--- config.mk ---
export PLATFORM = sky130hd
export DESIGN_NAME = rssd_datapath
export DESIGN_NICKNAME = d
export VERILOG_FILES = /design/src/core/rssd_pkg.sv /design/src/core/rssd_alu.sv /design/src/core/rssd_datapath.sv
export SDC_FILE = /design/constraint.sdc
export NUM_CORES = 1
export LEC_CHECK = 0
export BUFFER_PORTS_ARGS = -buffer_cell sky130_fd_sc_hd__buf_4
export CORE_MARGIN = 2
export CORE_UTILIZATION = 41
export DETAILED_ROUTE_END_ITERATION = 10
export PLACE_DENSITY = 0.6
export REMOVE_ABC_BUFFERS = 1
export SETUP_SLACK_MARGIN = 0.02
export SLEW_MARGIN = 20
export SYNTH_ARGS = -nofsm -noshare
export SYNTH_HDL_FRONTEND = slang
export SYNTH_SLANG_ARGS = --single-unit
--- constraint.sdc ---
create_clock -name mclk_i -period 3.76 [get_ports mclk_i]
set_clock_uncertainty 0.05 [all_clocks]
set_input_delay 0 -clock mclk_i [delete_from_list [all_inputs] [get_ports mclk_i]]
set_output_delay 0 -clock mclk_i [all_outputs]
set_load 0.01 [all_outputs]
--- src/core/rssd_pkg.sv ---
package rssd_pkg;

  localparam int unsigned DATA_W      = 16;
  localparam int unsigned WIDX_W      = 4;
  localparam int unsigned REP_W       = 14;
  localparam int unsigned LIT10_W     = 10;
  localparam int unsigned LIT5_W      = 5;
  localparam int unsigned RET_CYC     = 3;
  localparam int unsigned RET_CYC_RED = 2;
  localparam logic [1:0]  RET_CNT_W   = 2'h2;

  // status flags held by the core
  typedef struct packed {
    logic ovf;
    logic dcarry;
    logic neg;
    logic zero;
    logic carry;
  } rssd_flags_t;

  localparam rssd_flags_t FLAGS_RST = 5'h00;

  typedef enum logic [4:0] {
    OP_NOP,
    OP_POWER_SAVE,
    OP_REPEAT_LIT,
    OP_REPEAT_REG,
    OP_IRQ_RETURN,
    OP_SUB_RETURN,
    OP_RETURN_LIT,
    OP_ROT_LEFT_CARRY,
    OP_ROT_LEFT_PLAIN,
    OP_ROT_RIGHT_CARRY,
    OP_ROT_RIGHT_PLAIN,
    OP_SIGN_EXTEND,
    OP_SHIFT_LEFT,
    OP_SHIFT_LEFT_CNT,
    OP_SUBTRACT,
    OP_SUBTRACT_BORROW,
    OP_REVERSE_SUBTRACT,
    OP_REVERSE_SUBTRACT_BORROW
  } rssd_op_t;

  // where a result goes
  typedef enum logic [1:0] {
    DST_FILE,
    DST_DEFAULT_DEFAULT_WORKING_REG,
    DST_DEFAULT_WORKING_REG
  } rssd_dst_t;

  // one decoded instruction from the decoder
  typedef struct packed {
    rssd_op_t        op;
    rssd_dst_t       dst;
    logic [WIDX_W-1:0] dst_idx;
    logic [DATA_W-1:0] opa;   // base / rotated operand
    logic [DATA_W-1:0] opb;   // subtrahend, count or literal
    logic            short_ret;
  } rssd_instr_t;

  // retired result
  typedef struct packed {
    logic              wr;
    rssd_dst_t         dst;
    logic [WIDX_W-1:0] dst_idx;
    logic [DATA_W-1:0] data;
  } rssd_result_t;

endpackage

--- src/core/rssd_alu.sv ---
`timescale 1ns/1ps
`default_nettype none
// combinational arithmetic and rotate unit
module rssd_alu
  import rssd_pkg::*;
(
  input  wire rssd_op_t     op_i,
  input  wire logic [DATA_W-1:0] a_i,
  input  wire logic [DATA_W-1:0] b_i,
  input  wire rssd_flags_t  flags_i,
  output logic [DATA_W-1:0] res_o,
  output rssd_flags_t       flags_o
);

  logic [DATA_W:0]   diff;
  logic [4:0]        ndiff;
  logic [DATA_W-1:0] mnd;
  logic [DATA_W-1:0] sub;
  logic              bin;
  logic              is_sub;

  // reverse forms swap the operand roles; borrow forms take !carry
  assign is_sub = (op_i == OP_SUBTRACT) || (op_i == OP_SUBTRACT_BORROW) ||
                  (op_i == OP_REVERSE_SUBTRACT) || (op_i == OP_REVERSE_SUBTRACT_BORROW);
  assign mnd   = (op_i == OP_REVERSE_SUBTRACT || op_i == OP_REVERSE_SUBTRACT_BORROW) ? b_i : a_i;
  assign sub   = (op_i == OP_REVERSE_SUBTRACT || op_i == OP_REVERSE_SUBTRACT_BORROW) ? a_i : b_i;
  assign bin   = (op_i == OP_SUBTRACT_BORROW || op_i == OP_REVERSE_SUBTRACT_BORROW) ? ~flags_i.carry : 1'b0;
  assign diff  = {1'b0, mnd} + {1'b0, ~sub} + {{DATA_W{1'b0}}, ~bin};
  assign ndiff = {1'b0, mnd[3:0]} + {1'b0, ~sub[3:0]} + {4'h0, ~bin};

  // flags not written below hold their value
  always_comb
  begin
    res_o   = a_i;
    flags_o = flags_i;
    case (op_i)
      OP_ROT_LEFT_CARRY:
      begin
        res_o         = {a_i[DATA_W-2:0], flags_i.carry};
        flags_o.carry = a_i[DATA_W-1];
      end
      OP_ROT_LEFT_PLAIN:  res_o = {a_i[DATA_W-2:0], a_i[DATA_W-1]};
      OP_ROT_RIGHT_CARRY:
      begin
        res_o         = {flags_i.carry, a_i[DATA_W-1:1]};
        flags_o.carry = a_i[0];
      end
      OP_ROT_RIGHT_PLAIN: res_o = {a_i[0], a_i[DATA_W-1:1]};
      OP_SIGN_EXTEND:
      begin
        res_o         = {{8{a_i[7]}}, a_i[7:0]};
        flags_o.carry = ~a_i[7]; // carry is the inverted sign
      end
      OP_SHIFT_LEFT:
      begin
        res_o         = {a_i[DATA_W-2:0], 1'b0};
        flags_o.carry = a_i[DATA_W-1];
        flags_o.ovf   = a_i[DATA_W-1] ^ a_i[DATA_W-2];
      end
      OP_SHIFT_LEFT_CNT:  res_o = a_i << b_i[3:0];
      default:
      begin
        if (is_sub)
        begin
          res_o          = diff[DATA_W-1:0];
          flags_o.carry  = diff[DATA_W];   // 1 = no borrow
          flags_o.dcarry = ndiff[4];
          flags_o.ovf    = (mnd[DATA_W-1] ^ sub[DATA_W-1]) & (mnd[DATA_W-1] ^ diff[DATA_W-1]);
        end
      end
    endcase
    if (op_i inside {OP_ROT_LEFT_CARRY, OP_ROT_LEFT_PLAIN, OP_ROT_RIGHT_CARRY, OP_ROT_RIGHT_PLAIN,
                     OP_SIGN_EXTEND, OP_SHIFT_LEFT, OP_SHIFT_LEFT_CNT} || is_sub)
    begin
      flags_o.neg  = res_o[DATA_W-1];
      flags_o.zero = (res_o == '0);
    end
  end

endmodule
`default_nettype wire

--- src/core/rssd_datapath.sv ---
`timescale 1ns/1ps
`default_nettype none
module rssd_datapath
  import rssd_pkg::*;
(
  input  wire logic         mclk_i,
  input  wire logic         rst_i,
  input  wire logic         issue_i,
  input  wire rssd_instr_t  instr_i,
  input  wire logic         watchdog_timeout_i,
  output logic              busy_o,
  output rssd_result_t      result_o,
  output rssd_flags_t       flags_o,
  output logic              sleep_o,
  output logic              idle_o,
  output logic              watchdog_timeout_flag_o,
  output logic              sleep_flag_o,
  output logic              repeat_active_o,
  output logic [REP_W-1:0]  repeat_left_o,
  output logic              return_pop_o
);

  typedef enum logic [0:0] {ST_RUN, ST_RET} rssd_state_t;

  rssd_state_t       state_reg, state_next;
  logic [1:0]        ret_cnt_reg;
  rssd_flags_t       flags_reg;
  rssd_flags_t       alu_flags;
  logic [DATA_W-1:0] alu_res;
  rssd_result_t      result_reg;
  logic              sleep_reg, idle_reg, watchdog_timeout_flag_reg, slpf_reg;
  logic [REP_W-1:0]  rep_reg;
  logic              rep_act_reg;
  logic              pop_reg;
  logic              take;
  logic              is_ret;
  logic              alu_op;
  // strobes below are gated by take, so a refused issue changes nothing
  logic              do_pwr;
  logic              do_rep_lit;
  logic              do_rep_reg;
  logic              do_ret_lit;
  logic              rep_step;
  logic              watchdog_timeout_flag_next;

  ////////////////////////////////////////////////////////////////////////////
  // decode
  assign take   = issue_i && (state_reg == ST_RUN);
  assign is_ret = instr_i.op inside {OP_IRQ_RETURN, OP_SUB_RETURN, OP_RETURN_LIT};
  assign alu_op = !(instr_i.op inside {OP_NOP, OP_POWER_SAVE, OP_REPEAT_LIT, OP_REPEAT_REG,
                                       OP_IRQ_RETURN, OP_SUB_RETURN, OP_RETURN_LIT});
  assign busy_o = (state_reg != ST_RUN);

  // one strobe per sequencing action; keeping them as wires keeps the
  // clocked blocks short and the decode readable in one place
  assign do_pwr     = take && (instr_i.op == OP_POWER_SAVE);
  assign do_rep_lit = take && (instr_i.op == OP_REPEAT_LIT);
  assign do_rep_reg = take && (instr_i.op == OP_REPEAT_REG);
  assign do_ret_lit = take && (instr_i.op == OP_RETURN_LIT);
  assign rep_step   = take && rep_act_reg && (instr_i.op != OP_NOP);
  assign watchdog_timeout_flag_next  = watchdog_timeout_i | (watchdog_timeout_flag_reg & ~do_pwr); // set wins over the clear

  rssd_alu u_alu (
    .op_i    (instr_i.op),
    .a_i     (instr_i.opa),
    .b_i     (instr_i.opb),
    .flags_i (flags_reg),
    .res_o   (alu_res),
    .flags_o (alu_flags)
  );

  ////////////////////////////////////////////////////////////////////////////
  // return sequencing: stall the decoder for the extra cycles
  always_comb
  begin
    state_next = state_reg;
    case (state_reg)
      ST_RUN:  if (take && is_ret) state_next = ST_RET;
      ST_RET:  if (ret_cnt_reg == 2'h1) state_next = ST_RUN;
      default: state_next = ST_RUN;
    endcase
  end

  always_ff @(posedge mclk_i)
  begin
    if (rst_i)
    begin
      state_reg   <= ST_RUN;
      ret_cnt_reg <= 2'h0;
    end
    else
    begin
      state_reg <= state_next;
      if (take && is_ret)
        ret_cnt_reg <= instr_i.short_ret ? 2'(RET_CYC_RED - 1) : 2'(RET_CYC - 1);
      else if (ret_cnt_reg != 2'h0)
        ret_cnt_reg <= ret_cnt_reg - 2'h1;
    end
  end

  ////////////////////////////////////////////////////////////////////////////
  // flags and result; non-alu ops leave flags alone
  always_ff @(posedge mclk_i)
  begin
    if (rst_i)
    begin
      flags_reg  <= FLAGS_RST;
      result_reg <= '0;
    end
    else
    begin
      result_reg.wr <= 1'b0;
      if (take && alu_op)
      begin
        flags_reg           <= alu_flags;
        result_reg.wr       <= 1'b1;
        result_reg.dst      <= instr_i.dst;
        result_reg.dst_idx  <= instr_i.dst_idx;
        result_reg.data     <= alu_res;
      end
      else if (do_ret_lit)
      begin
        result_reg.wr      <= 1'b1;
        result_reg.dst     <= DST_DEFAULT_WORKING_REG;
        result_reg.dst_idx <= instr_i.dst_idx;
        result_reg.data    <= {{(DATA_W-LIT10_W){1'b0}}, instr_i.opb[LIT10_W-1:0]};
      end
    end
  end

  ////////////////////////////////////////////////////////////////////////////
  // power save; a wake is the core's job, here only reset or a power save of the other kind clears a level
  // limitation: sleep and idle stay up until reset or a power save of the other kind, the core must gate its clocks
  always_ff @(posedge mclk_i)
  begin
    if (rst_i)
    begin
      sleep_reg <= 1'b0;
      idle_reg  <= 1'b0;
      watchdog_timeout_flag_reg  <= 1'b0;
      slpf_reg  <= 1'b0;
    end
    else
    begin
      watchdog_timeout_flag_reg <= watchdog_timeout_flag_next;
      if (do_pwr)
      begin
        sleep_reg <= ~instr_i.opb[0];
        idle_reg  <= instr_i.opb[0];
        slpf_reg  <= ~instr_i.opb[0];
      end
    end
  end

  ////////////////////////////////////////////////////////////////////////////
  // repeat control; a nop does not use up a pass, so padding the pipe
  // cannot end a loop early
  always_ff @(posedge mclk_i)
  begin
    if (rst_i)
    begin
      rep_reg     <= '0;
      rep_act_reg <= 1'b0;
    end
    else if (do_rep_lit)
    begin
      rep_reg     <= instr_i.opb[REP_W-1:0];
      rep_act_reg <= 1'b1;
    end
    else if (do_rep_reg)
    begin
      rep_reg     <= instr_i.opa[REP_W-1:0];
      rep_act_reg <= 1'b1;
    end
    else if (rep_step)
    begin
      // each repeated pass counts down; the last pass runs at zero,
      // which gives count plus one passes in all
      if (rep_reg == '0)
        rep_act_reg <= 1'b0;
      else
        rep_reg <= rep_reg - {{(REP_W-1){1'b0}}, 1'b1};
    end
  end

  ////////////////////////////////////////////////////////////////////////////
  // one pop pulse per taken return, so the stack unwinds exactly once
  // even though the return holds the decoder for extra cycles
  always_ff @(posedge mclk_i)
  begin
    if (rst_i)
      pop_reg <= 1'b0;
    else
      pop_reg <= take && is_ret;
  end

  assign result_o                = result_reg;
  assign flags_o                 = flags_reg;
  assign sleep_o                 = sleep_reg;
  assign idle_o                  = idle_reg;
  assign watchdog_timeout_flag_o = watchdog_timeout_flag_reg;
  assign sleep_flag_o            = slpf_reg;
  assign repeat_active_o         = rep_act_reg;
  assign repeat_left_o           = rep_reg;
  assign return_pop_o            = pop_reg;

endmodule
`default_nettype wire

==> Word-level counts from Yosys, hierarchy flattened <==
Cells that the tools add are included.
{ "op_classes": {"magnitude_cmp": 0, "mul": 0, "div": 0, "eq_ne": 19, "n_addsub": 6, "mux": 25, "bitwise_logic": 17, "shift": 1, "n_reduce_logical": 40} }
{ "ops": {"columns": ["operator", "count"], "rows": [
  ["$pmux 16 s7", 1],
  ["$mux 14", 4],
  ["$mux 16", 3],
  ["$mux 23", 2],
  ["$eq 5x4->1 const B", 8],
  ["$eq 5x3->1 const B", 4],
  ["$add 16x16->17", 1],
  ["$add 17x1->17", 1],
  ["$logic_not 16->1", 1],
  ["$not 16->16", 1],
  ["$shl 16x4->16", 1],
  ["$logic_not 14->1", 1],
  ["$reduce_bool 7->1", 2],
  ["$sub 14x1->14 const B", 1],
  ["$eq 5x2->1 const B", 2],
  ["$eq 5x5->1 const B", 2],
  ["$logic_and 1x1->1", 9],
  ["$not 1->1", 9],
  ["$reduce_and 3->1", 3],
  ["$reduce_bool 3->1", 3],
  ["$mux 1", 8],
  ["$mux 2", 4],
  ["$reduce_bool 2->1", 4],
  ["$reduce_or 7->1", 1],
  ["21 further kinds", 32]
]} }
{ "totals": {"register_bits": 50, "wordCells": 125, "rom_bits": 0, "ramBits": 0, "output_inout_bits": 49, "n_memories": 0, "latchBits": 0} }

==> Depth between registers and ports, before layout <==
Gate-level depths: netlist of run 1.
{ "logic_depth": {"word_depth": 10, "mapped_depth": 18} }

==> Hierarchy <==
Synthesis of run 1 repeated with hierarchy kept, for this count alone.
{ "hier_totals": {"hier_cells": 791, "area_unflattened_um2": 5616.6} }
{ "modules_own_cells": {"columns": ["module", "area_per_inst_um2", "cells_each", "seq_area_each_um2", "instances"], "rows": [
  ["rssd_alu", 3057.9, 488, 0.0, 1],
  ["rssd_datapath", 2558.7, 303, 1001.0, 1]
]} }

==> Worst setup path after synthesis of run 1 <==
OpenSTA, ideal clock, no wires.
{ "synth_path": {"path_kind": "input to register", "start": "input port instr_i[40] in the netlist's numbering", "end": "register flags_reg (netlist bit flags_o[1])", "path_stages": 18, "path_slack_ns": -0.261, "arrival_ns": 3.912, "cell_sequence": "or4b_1 -> buf_2 -> and2_4 -> buf_6 -> clkbuf_1 -> or3_1 -> ha_1 -> a221o_1 -> ha_1 -> o31ai_1 -> a311oi_1 -> a211oi_1 -> xnor2_1 -> o221ai_1 -> or4_1 -> nor4_1 -> nand4_1 -> nand2_1"} }
{ "synth_between": {"elab_chain_cells": 9} }
{ "synth_lines": {"columns": ["item", "line", "rtl"], "rows": [
  ["from (decl)", "rssd_datapath.sv:9", "input wire rssd_instr_t instr_i,"],
  ["$eq 5x5->1, on equally long branches", "rssd_alu.sv:24, rssd_alu.sv:25, rssd_alu.sv:26", null],
  ["$logic_or 1x1->1", "rssd_alu.sv:25, rssd_alu.sv:26", null],
  ["$mux 16", "rssd_alu.sv:26", "assign sub = (op_i == OP_REVERSE_SUBTRACT || op_i == OP_REVERSE_SUBTRACT_BORROW) ? a_i : b_i;"],
  ["$not 16->16", "rssd_alu.sv:28", "assign diff = {1'b0, mnd} + {1'b0, ~sub} + {{DATA_W{1'b0}}, ~bin};"],
  ["$add 16x16->17", "rssd_alu.sv:28", null],
  ["$add 17x1->17", "rssd_alu.sv:28", null],
  ["$mux 16", "rssd_alu.sv:63", "if (is_sub)"],
  ["$pmux 16 s7", "rssd_alu.sv:36", "case (op_i)"],
  ["$logic_not 16->1", "rssd_alu.sv:76", "flags_o.zero = (res_o == '0);"],
  ["to (signal assigned)", "rssd_datapath.sv:115", "flags_reg <= alu_flags;"],
  ["to (decl)", "rssd_datapath.sv:27", "rssd_flags_t flags_reg;"]
]} }
Several ways; a longest one is shown, not always the timed one.
A chain may end at the register's enable or synchronous reset.

==> Worst setup path after layout of run 1 <==
Same ends and word-level chain as after synthesis.

==> flow_metrics.tcl, run 1 <==
set metrics [dict create \
    gp_congestion 0.945 \
    die_y_um 119 \
    fill_cells 1279 \
    yosys.area.top_type_share 0.186 \
    place_inst 1011 \
    muxShareOfSynthArea 0.0820 \
    final_common_cell "buf_4" \
    synthXorXnorAreaFrac 0.0406 \
    ir_worst_vdd_mv 0.242 \
    num_io_pins 97 \
    synthCells 759 \
    synthArstFlopShare 0 \
    cts_buffers 5 \
    finalSetupTns_ps 0 \
    final_cell_mix "150 x buf_4, 82 x nor2_1, 67 x nand2_1" \
    leakagePower_nw 2.84 \
    drt-total-wl_mm 21.1 \
    clockRootBuffer "clkbuf_16" \
    cp.arrival_ps 3840 \
    hold_path_class "in2reg" \
    start_util 0.424 \
    yosysWarnings 0 \
    synth_edf_count 0 \
    maxClockFrequency_mhz 275 \
    grt_start_max_net_pins 50 \
    antenna_found_initial 0 \
    regArea_mm2 0.00100 \
    cp-end-kind "register" \
    dpl_cell_area_mm2 0.00647 \
    core_area_mm2 0.0127 \
    slew_headroom 0.488 \
    synth-seq-cells 50 \
    synth-compound-area-share 0.330 \
    synth.area.top_cells "dfxtp_1 19%, a21oi_1 5.8%, nor2_1 5.7%" \
    grt.total_usage 0.297 \
    synth_top_family_by_area "compound AO/OA/AOI/OAI gates" \
    grt_pass1_vias 6091 \
    first_pass_iters 8 \
    grt_overflow 0 \
    diodes 0 \
    ant_nets 0 \
    fin_area_mm2 0.00688 \
    fin_cells 1033 \
    nets 914 \
    fin_ws_ps 125 \
    die-area_mm2 0.0141 \
    drv_slew 0 \
    finalCritPeriodShare 0.967 \
    synth_area_mm2 0.00539 \
    setup_violations 0 \
    tightest_slew_ps 768 \
    status "finished clean" \
    path_max_fanout 2 \
    clk_latency_ps 310 \
    ys_seq_area_frac 0.186 \
    place.port_buffers 96 \
    die_w_um 119 \
    max-cap-violations 0 \
    ys.flop_type "dfxtp_1" \
    hold_slack_ps 7.85 \
    rr_worst_depth 12 \
    period_needed_ps 3640 \
    hold_viol 0 \
    crit_type "in2reg" \
    synth_fa_ha_area_frac 0.0529 \
    ctsHtreeMaxLevel 2 \
    rsz0062_at_grt "yes" \
    multi_input_area_mm2 0.00409 \
    drt_iter0_markers 514 \
    cp-start-kind "input pin" \
    max-clock-path-buffers 2 \
    hold_depth 3 \
    vias 6408 \
    worstPathRequired_ps 3960 \
    cts_tree "built" \
    syn_avg_cell_area_um2 7.10 \
    p_per_area_mw_per_mm2 288 \
    dpl_worst_slack_ps -393 \
    clkTransAtPathRegs_ps 70 \
    dpl.hpwl_mm 15.5 \
    largest_register_ffs 23 \
    grt_pass1_wl_mm 33.2 \
    clock-sinks 50 \
    drive_above_1_share 0.229 \
    yosysUniqueCellTypes 75 \
    synthToLayoutAreaGrowth_pct 27.7 \
    wire_per_inst_um 20.4 \
    num_rows 41 \
    viasPerCell 6.20 \
    drc 0 \
    synth_top_area_cell "dfxtp_1" \
    synthSimpleGateAreaFrac 0.232 \
]
==> Yosys cell counts (4+ instances only) <==
cell type / number
ha_1: 6
nand2_1: 67
or3_1: 7
a311oi_1: 7
a221o_1: 7
dfxtp_1: 50
mux2i_1: 25
or4_1: 4
nand2b_1: 19
nor3_1: 10
and3_1: 4
a211o_1: 4
o211a_1: 4
nor2_1: 82
o21a_1: 4
nor4_1: 7
nor2b_1: 21
o22ai_1: 4
nor3b_1: 4
a211oi_1: 26
nand4_1: 4
clkbuf_1: 62
a2111oi_0: 4
o31ai_1: 10
and2_1: 5
inv_1: 34
mux2_2: 11
xor2_1: 12
a31oi_1: 6
a222oi_1: 6
o211ai_1: 9
o221ai_1: 4
nand3_1: 8
a221oi_1: 12
maj3_1: 21
xnor2_1: 13
a21oi_1: 62
a22oi_1: 13
o21ai_0: 41
==> worst max-delay path: stages <==
cell and delay [ps]:
buf_6 90, or4b_4 530, and2_4 160, or3_4 340, ha_4 170, a221o_1 300, ha_4 220, a222oi_1 400
nand4_1 120, or4_1 530, or4_4 450, nor4_4 210, buf_4 150, nand4_1 80, nand2_1 70
==> path summary, 6_finish.rpt <==
| kind | start | to | slack (ps) |
|---|---|---|---|
| max | instr_i[40] | flags_o[1] | 120 |
| min | instr_i[13] | repeat_left_o[12] | 8 |
| max reg2reg | flags_o[0] | flags_o[1] | 230 |
| min reg2reg | result_o[17] | result_o[17] | 410 |
==> routing by layer <==
metal  wire [um]  vias to the layer above  part of all wire  track usage
met3        1420                       51             0.067       0.0521
met2        9910                      259              0.47        0.486
met1        9050                     3075              0.43        0.387
met5           0                        -                 0            0
li1            -                     3023                 -            -
met4         685                        0             0.033        0.112
==> kinds of logic (layout without fill, tap and decap cells) <==
group,after synthesis,after routing
xor gates and xnor gates,25,25
AOI/OAI and AO/OA,256,256
buffers and inverters,105,207
and+or+nand+nor,257,257
adders and majority gates,27,27
muxes,39,39
DFF,50,50
==> where the power goes <==
| part | switching (mW) | internal [mW] | leakage [nW] |
|---|---|---|---|
| clock | 0.241 | 0.319 | 0.0844 |
| combinational | 0.462 | 0.369 | 2.35 |
| sequential | 0.0246 | 0.565 | 0.408 |
==> metrics by stage <==
step / total power, mW / utilization
floorplan: 1.05 / -
global placement: 1.37 / 0.508
detailed placement: 1.39 / 0.509
CTS: 1.97 / 0.532
global route: 2.10 / 0.541
finish: 1.98 / 0.541
==> timing repair <==
action / in CTS / in global routing
hold buffers: 12 / 0
pin swaps: 5 / 11
setup endpoints to repair: 1 / 1
setup buffers: 0 / 2
resized for setup: 1 / 20
endpoints found under the hold margin: 13 / 0
==> final cells by class <==
| cell class | count | area share |
|---|---|---|
| Clock buffer | 5 | 0.0182 |
| Sequential cell | 50 | 0.146 |
| Timing Repair Buffer | 164 | 0.184 |
| Multi-Input combinational cell | 604 | 0.595 |
| Inverter | 35 | 0.0191 |
| Clock inverter | 3 | 0.00691 |
| Tap cell | 172 | 0.0313 |
No activity file was read; power rests on OpenSTA's default activity.
==> run 2: changes to the inputs <==
==> constraint.sdc (replaced) <==
create_clock -name mclk_i -period 3.76 [get_ports mclk_i]
set_clock_uncertainty 0.05 [all_clocks]
set_input_delay 0.752 -clock mclk_i [delete_from_list [all_inputs] [get_ports mclk_i]]
set_output_delay 0.752 -clock mclk_i [all_outputs]
set_load 0.01 [all_outputs]
==> run 2 against run 1 <==
Net effect:
- register-to-register slack improved by 60 ps
- largest power group unchanged
- critical path type unchanged
- clock power increased by 2%
- sequential power barely moved
- highest routed layer unchanged
- the flow now finishes with violations (setup timing)
- total power up 4.7%
==> flow_metrics.tcl, run 2 (synthesized netlist as in run 1, its figures left out) <==
set metrics [dict create \
    status "finished, violations left" \
    violations "setup timing" \
    clkPwrFrac 0.274 \
    maxClockFrequency_mhz 231 \
    drive_above_1_share 0.304 \
    netSwitchingFraction 0.366 \
    clockRootBuffer "clkbuf_16" \
    r2r_end "flags_o[1]" \
    hold_buffers 0 \
    clkTransAtPathRegs_ps 80 \
    rr_worst_depth 12 \
    grt.total_usage 0.292 \
    synthToLayoutAreaGrowth_pct 36.0 \
    grt_start_max_net_pins 50 \
    num_rows 41 \
    hold_viol 0 \
    core_area_mm2 0.0127 \
    hold_path_class "reg2reg" \
    period_needed_ps 4340 \
    p_per_area_mw_per_mm2 283 \
    nets 941 \
    leakagePower_nw 3.04 \
    seq_power_share 0.285 \
    switching_power_mw 0.759 \
    dpl.hpwl_mm 15.7 \
    clk_latency_ps 310 \
    ir_worst_vdd_mv 0.178 \
    final_cell_mix "182 x buf_4, 78 x nor2_1, 63 x nand2_1" \
    cp.arrival_ps 4540 \
    vias 6486 \
    ant_nets 0 \
    start_util 0.424 \
    path_max_fanout 2 \
    die-area_mm2 0.0141 \
    max-clock-path-buffers 2 \
    drv_slew 0 \
    grt_pass1_vias 6152 \
    slowest_stage "or4_4" \
    cts_buffers 5 \
    cts_tree "built" \
    comb_power_share 0.441 \
    ctsHtreeMaxLevel 2 \
    drc 0 \
    drt_iter0_markers 496 \
    wire_per_inst_um 20.2 \
    first_pass_iters 8 \
    setup_violations 11 \
    hold_depth 2 \
    num_io_pins 97 \
    hold_end "result_o[16]" \
    cp-end-kind "register" \
    p_int_mw 1.31 \
    worst-path-buf-inv 2 \
    ff2ff_setup_slack_ps 290 \
    worstPathRequired_ps 3970 \
    die_y_um 119 \
    grt_overflow 0 \
    place_inst 1046 \
    clock-sinks 50 \
    slew_headroom 0.133 \
    largest_register_ffs 23 \
    finalCritPeriodShare 1.15 \
    hp-start "result_o[16]" \
    r2r-start "flags_o[0]" \
    tightest_slew_ps 1290 \
    drt-total-wl_mm 21.4 \
    max_stage_delay_ps 550 \
    grt_pass1_wl_mm 32.8 \
    place.port_buffers 96 \
    crit_type "in2reg" \
    path_delay_family "simple AND/OR/NAND/NOR gates" \
    path_cells "buf_6 -> or4b_4 -> and2_4 -> or3_4 -> ha_4 -> a221o_1 -> ha_4 -> a222oi_1 -> nand4_1 -> or4_1 -> or4_4 -> nor4_4 -> buf_4 -> nand4_1 -> nand2_1" \
    max-cap-violations 0 \
    gp_congestion 0.951 \
    antenna_found_initial 0 \
    rsz0062_at_grt "yes" \
    die_w_um 119 \
    final_common_cell "buf_4" \
    fin_cells 1060 \
    viasPerCell 6.12 \
    final_util 0.576 \
    diodes 0 \
    fin_ws_ps -575 \
    cp-start-kind "input pin" \
]
[run 2: changes by cell type in the layout (fill, tap and decap cells not counted), moves of 3 or more]
cell           before  now
buf_6               2    9
o2111ai_1           3    0
dlygate4sd3_1      12    0
nor2_1             82   78
a21oi_1            62   58
buf_4             150  182
o21ai_2             0    7
nand2_2             0    3
o21ai_0            38   33
nand2_1            67   63
a21oi_2             0    3
[run 2: worst register-to-register path: stages, from the launching register on]
cell and delay (ps):
dfxtp_1 320, or3_4 400, ha_4 170, a221o_1 300
ha_4 220, a222oi_1 380, nand4_1 130, or4_1 440
or4_4 550, nor4_4 140, buf_4 160, nand4_1 90
nand2_1 80
[run 2: final cells by class]
cell class / instances / area [um2]
clock buffer: 6 / 139
clock inverter: 2 / 38.8
fill: 1260 / 5400
inverter: 35 / 131
sequential: 50 / 1000
tap: 172 / 215
multi-input combinational: 604 / 4330
timing repair buffer: 191 / 1470
[run 2: how the worst max path moves through the flow]
stage | start | end | slack (ps) | cells past startpoint
3_5_place_dp | instr_i[40] | flags_o[1] | -1190 | 17
3_3_place_gp | instr_i[40] | flags_o[1] | -1100 | 17
6_report | instr_i[40] | flags_o[1] | -580 | 15
5_1_grt | instr_i[40] | flags_o[1] | -670 | 16
4_1_cts | instr_i[40] | flags_o[1] | -550 | 15
2_1_floorplan | instr_i[40] | flags_o[1] | -1150 | 15
[run 2: per-layer routing]
metal,track usage,share of wire,up-vias
met1,0.377,0.44,3103
met4,0.115,0.033,0
met2,0.483,0.47,263
li1,-,-,3073
met3,0.0483,0.066,47
met5,0,0,-
[run 2: power by group through the flow]
stage | clock, mW | sequential (mW) | combinational [mW]
6_report | 0.569 | 0.590 | 0.914
5_1_grt | 0.595 | 0.595 | 0.989
2_1_floorplan | 0 | 0.611 | 0.440
3_5_place_dp | 0 | 0.601 | 0.819
4_1_cts | 0.588 | 0.590 | 0.867
3_3_place_gp | 0 | 0.600 | 0.804
[run 2: what timing repair did]
action	CTS	global route
setup buffers	2	5
pin swaps	25	22
gates cloned	0	0
resized for setup	51	28
endpoints found under the setup margin	14	15
[run 2: through the flow]
| step | setup TNS, ps | area, um2 | worst slack, ps | hold WS (ps) | power [mW] |
|---|---|---|---|---|---|
| after floorplan | -7480 | 5110 | -1150 | 420 | 1.05 |
| after global placement | -8710 | 6730 | -1100 | 391 | 1.40 |
| after detailed placement | -9340 | 6730 | -1190 | 400 | 1.42 |
| after CTS | -1180 | 7140 | -546 | 412 | 2.04 |
| after global routing | -3430 | 7330 | -674 | 439 | 2.18 |
| final | -2020 | 7330 | -575 | 410 | 2.07 |
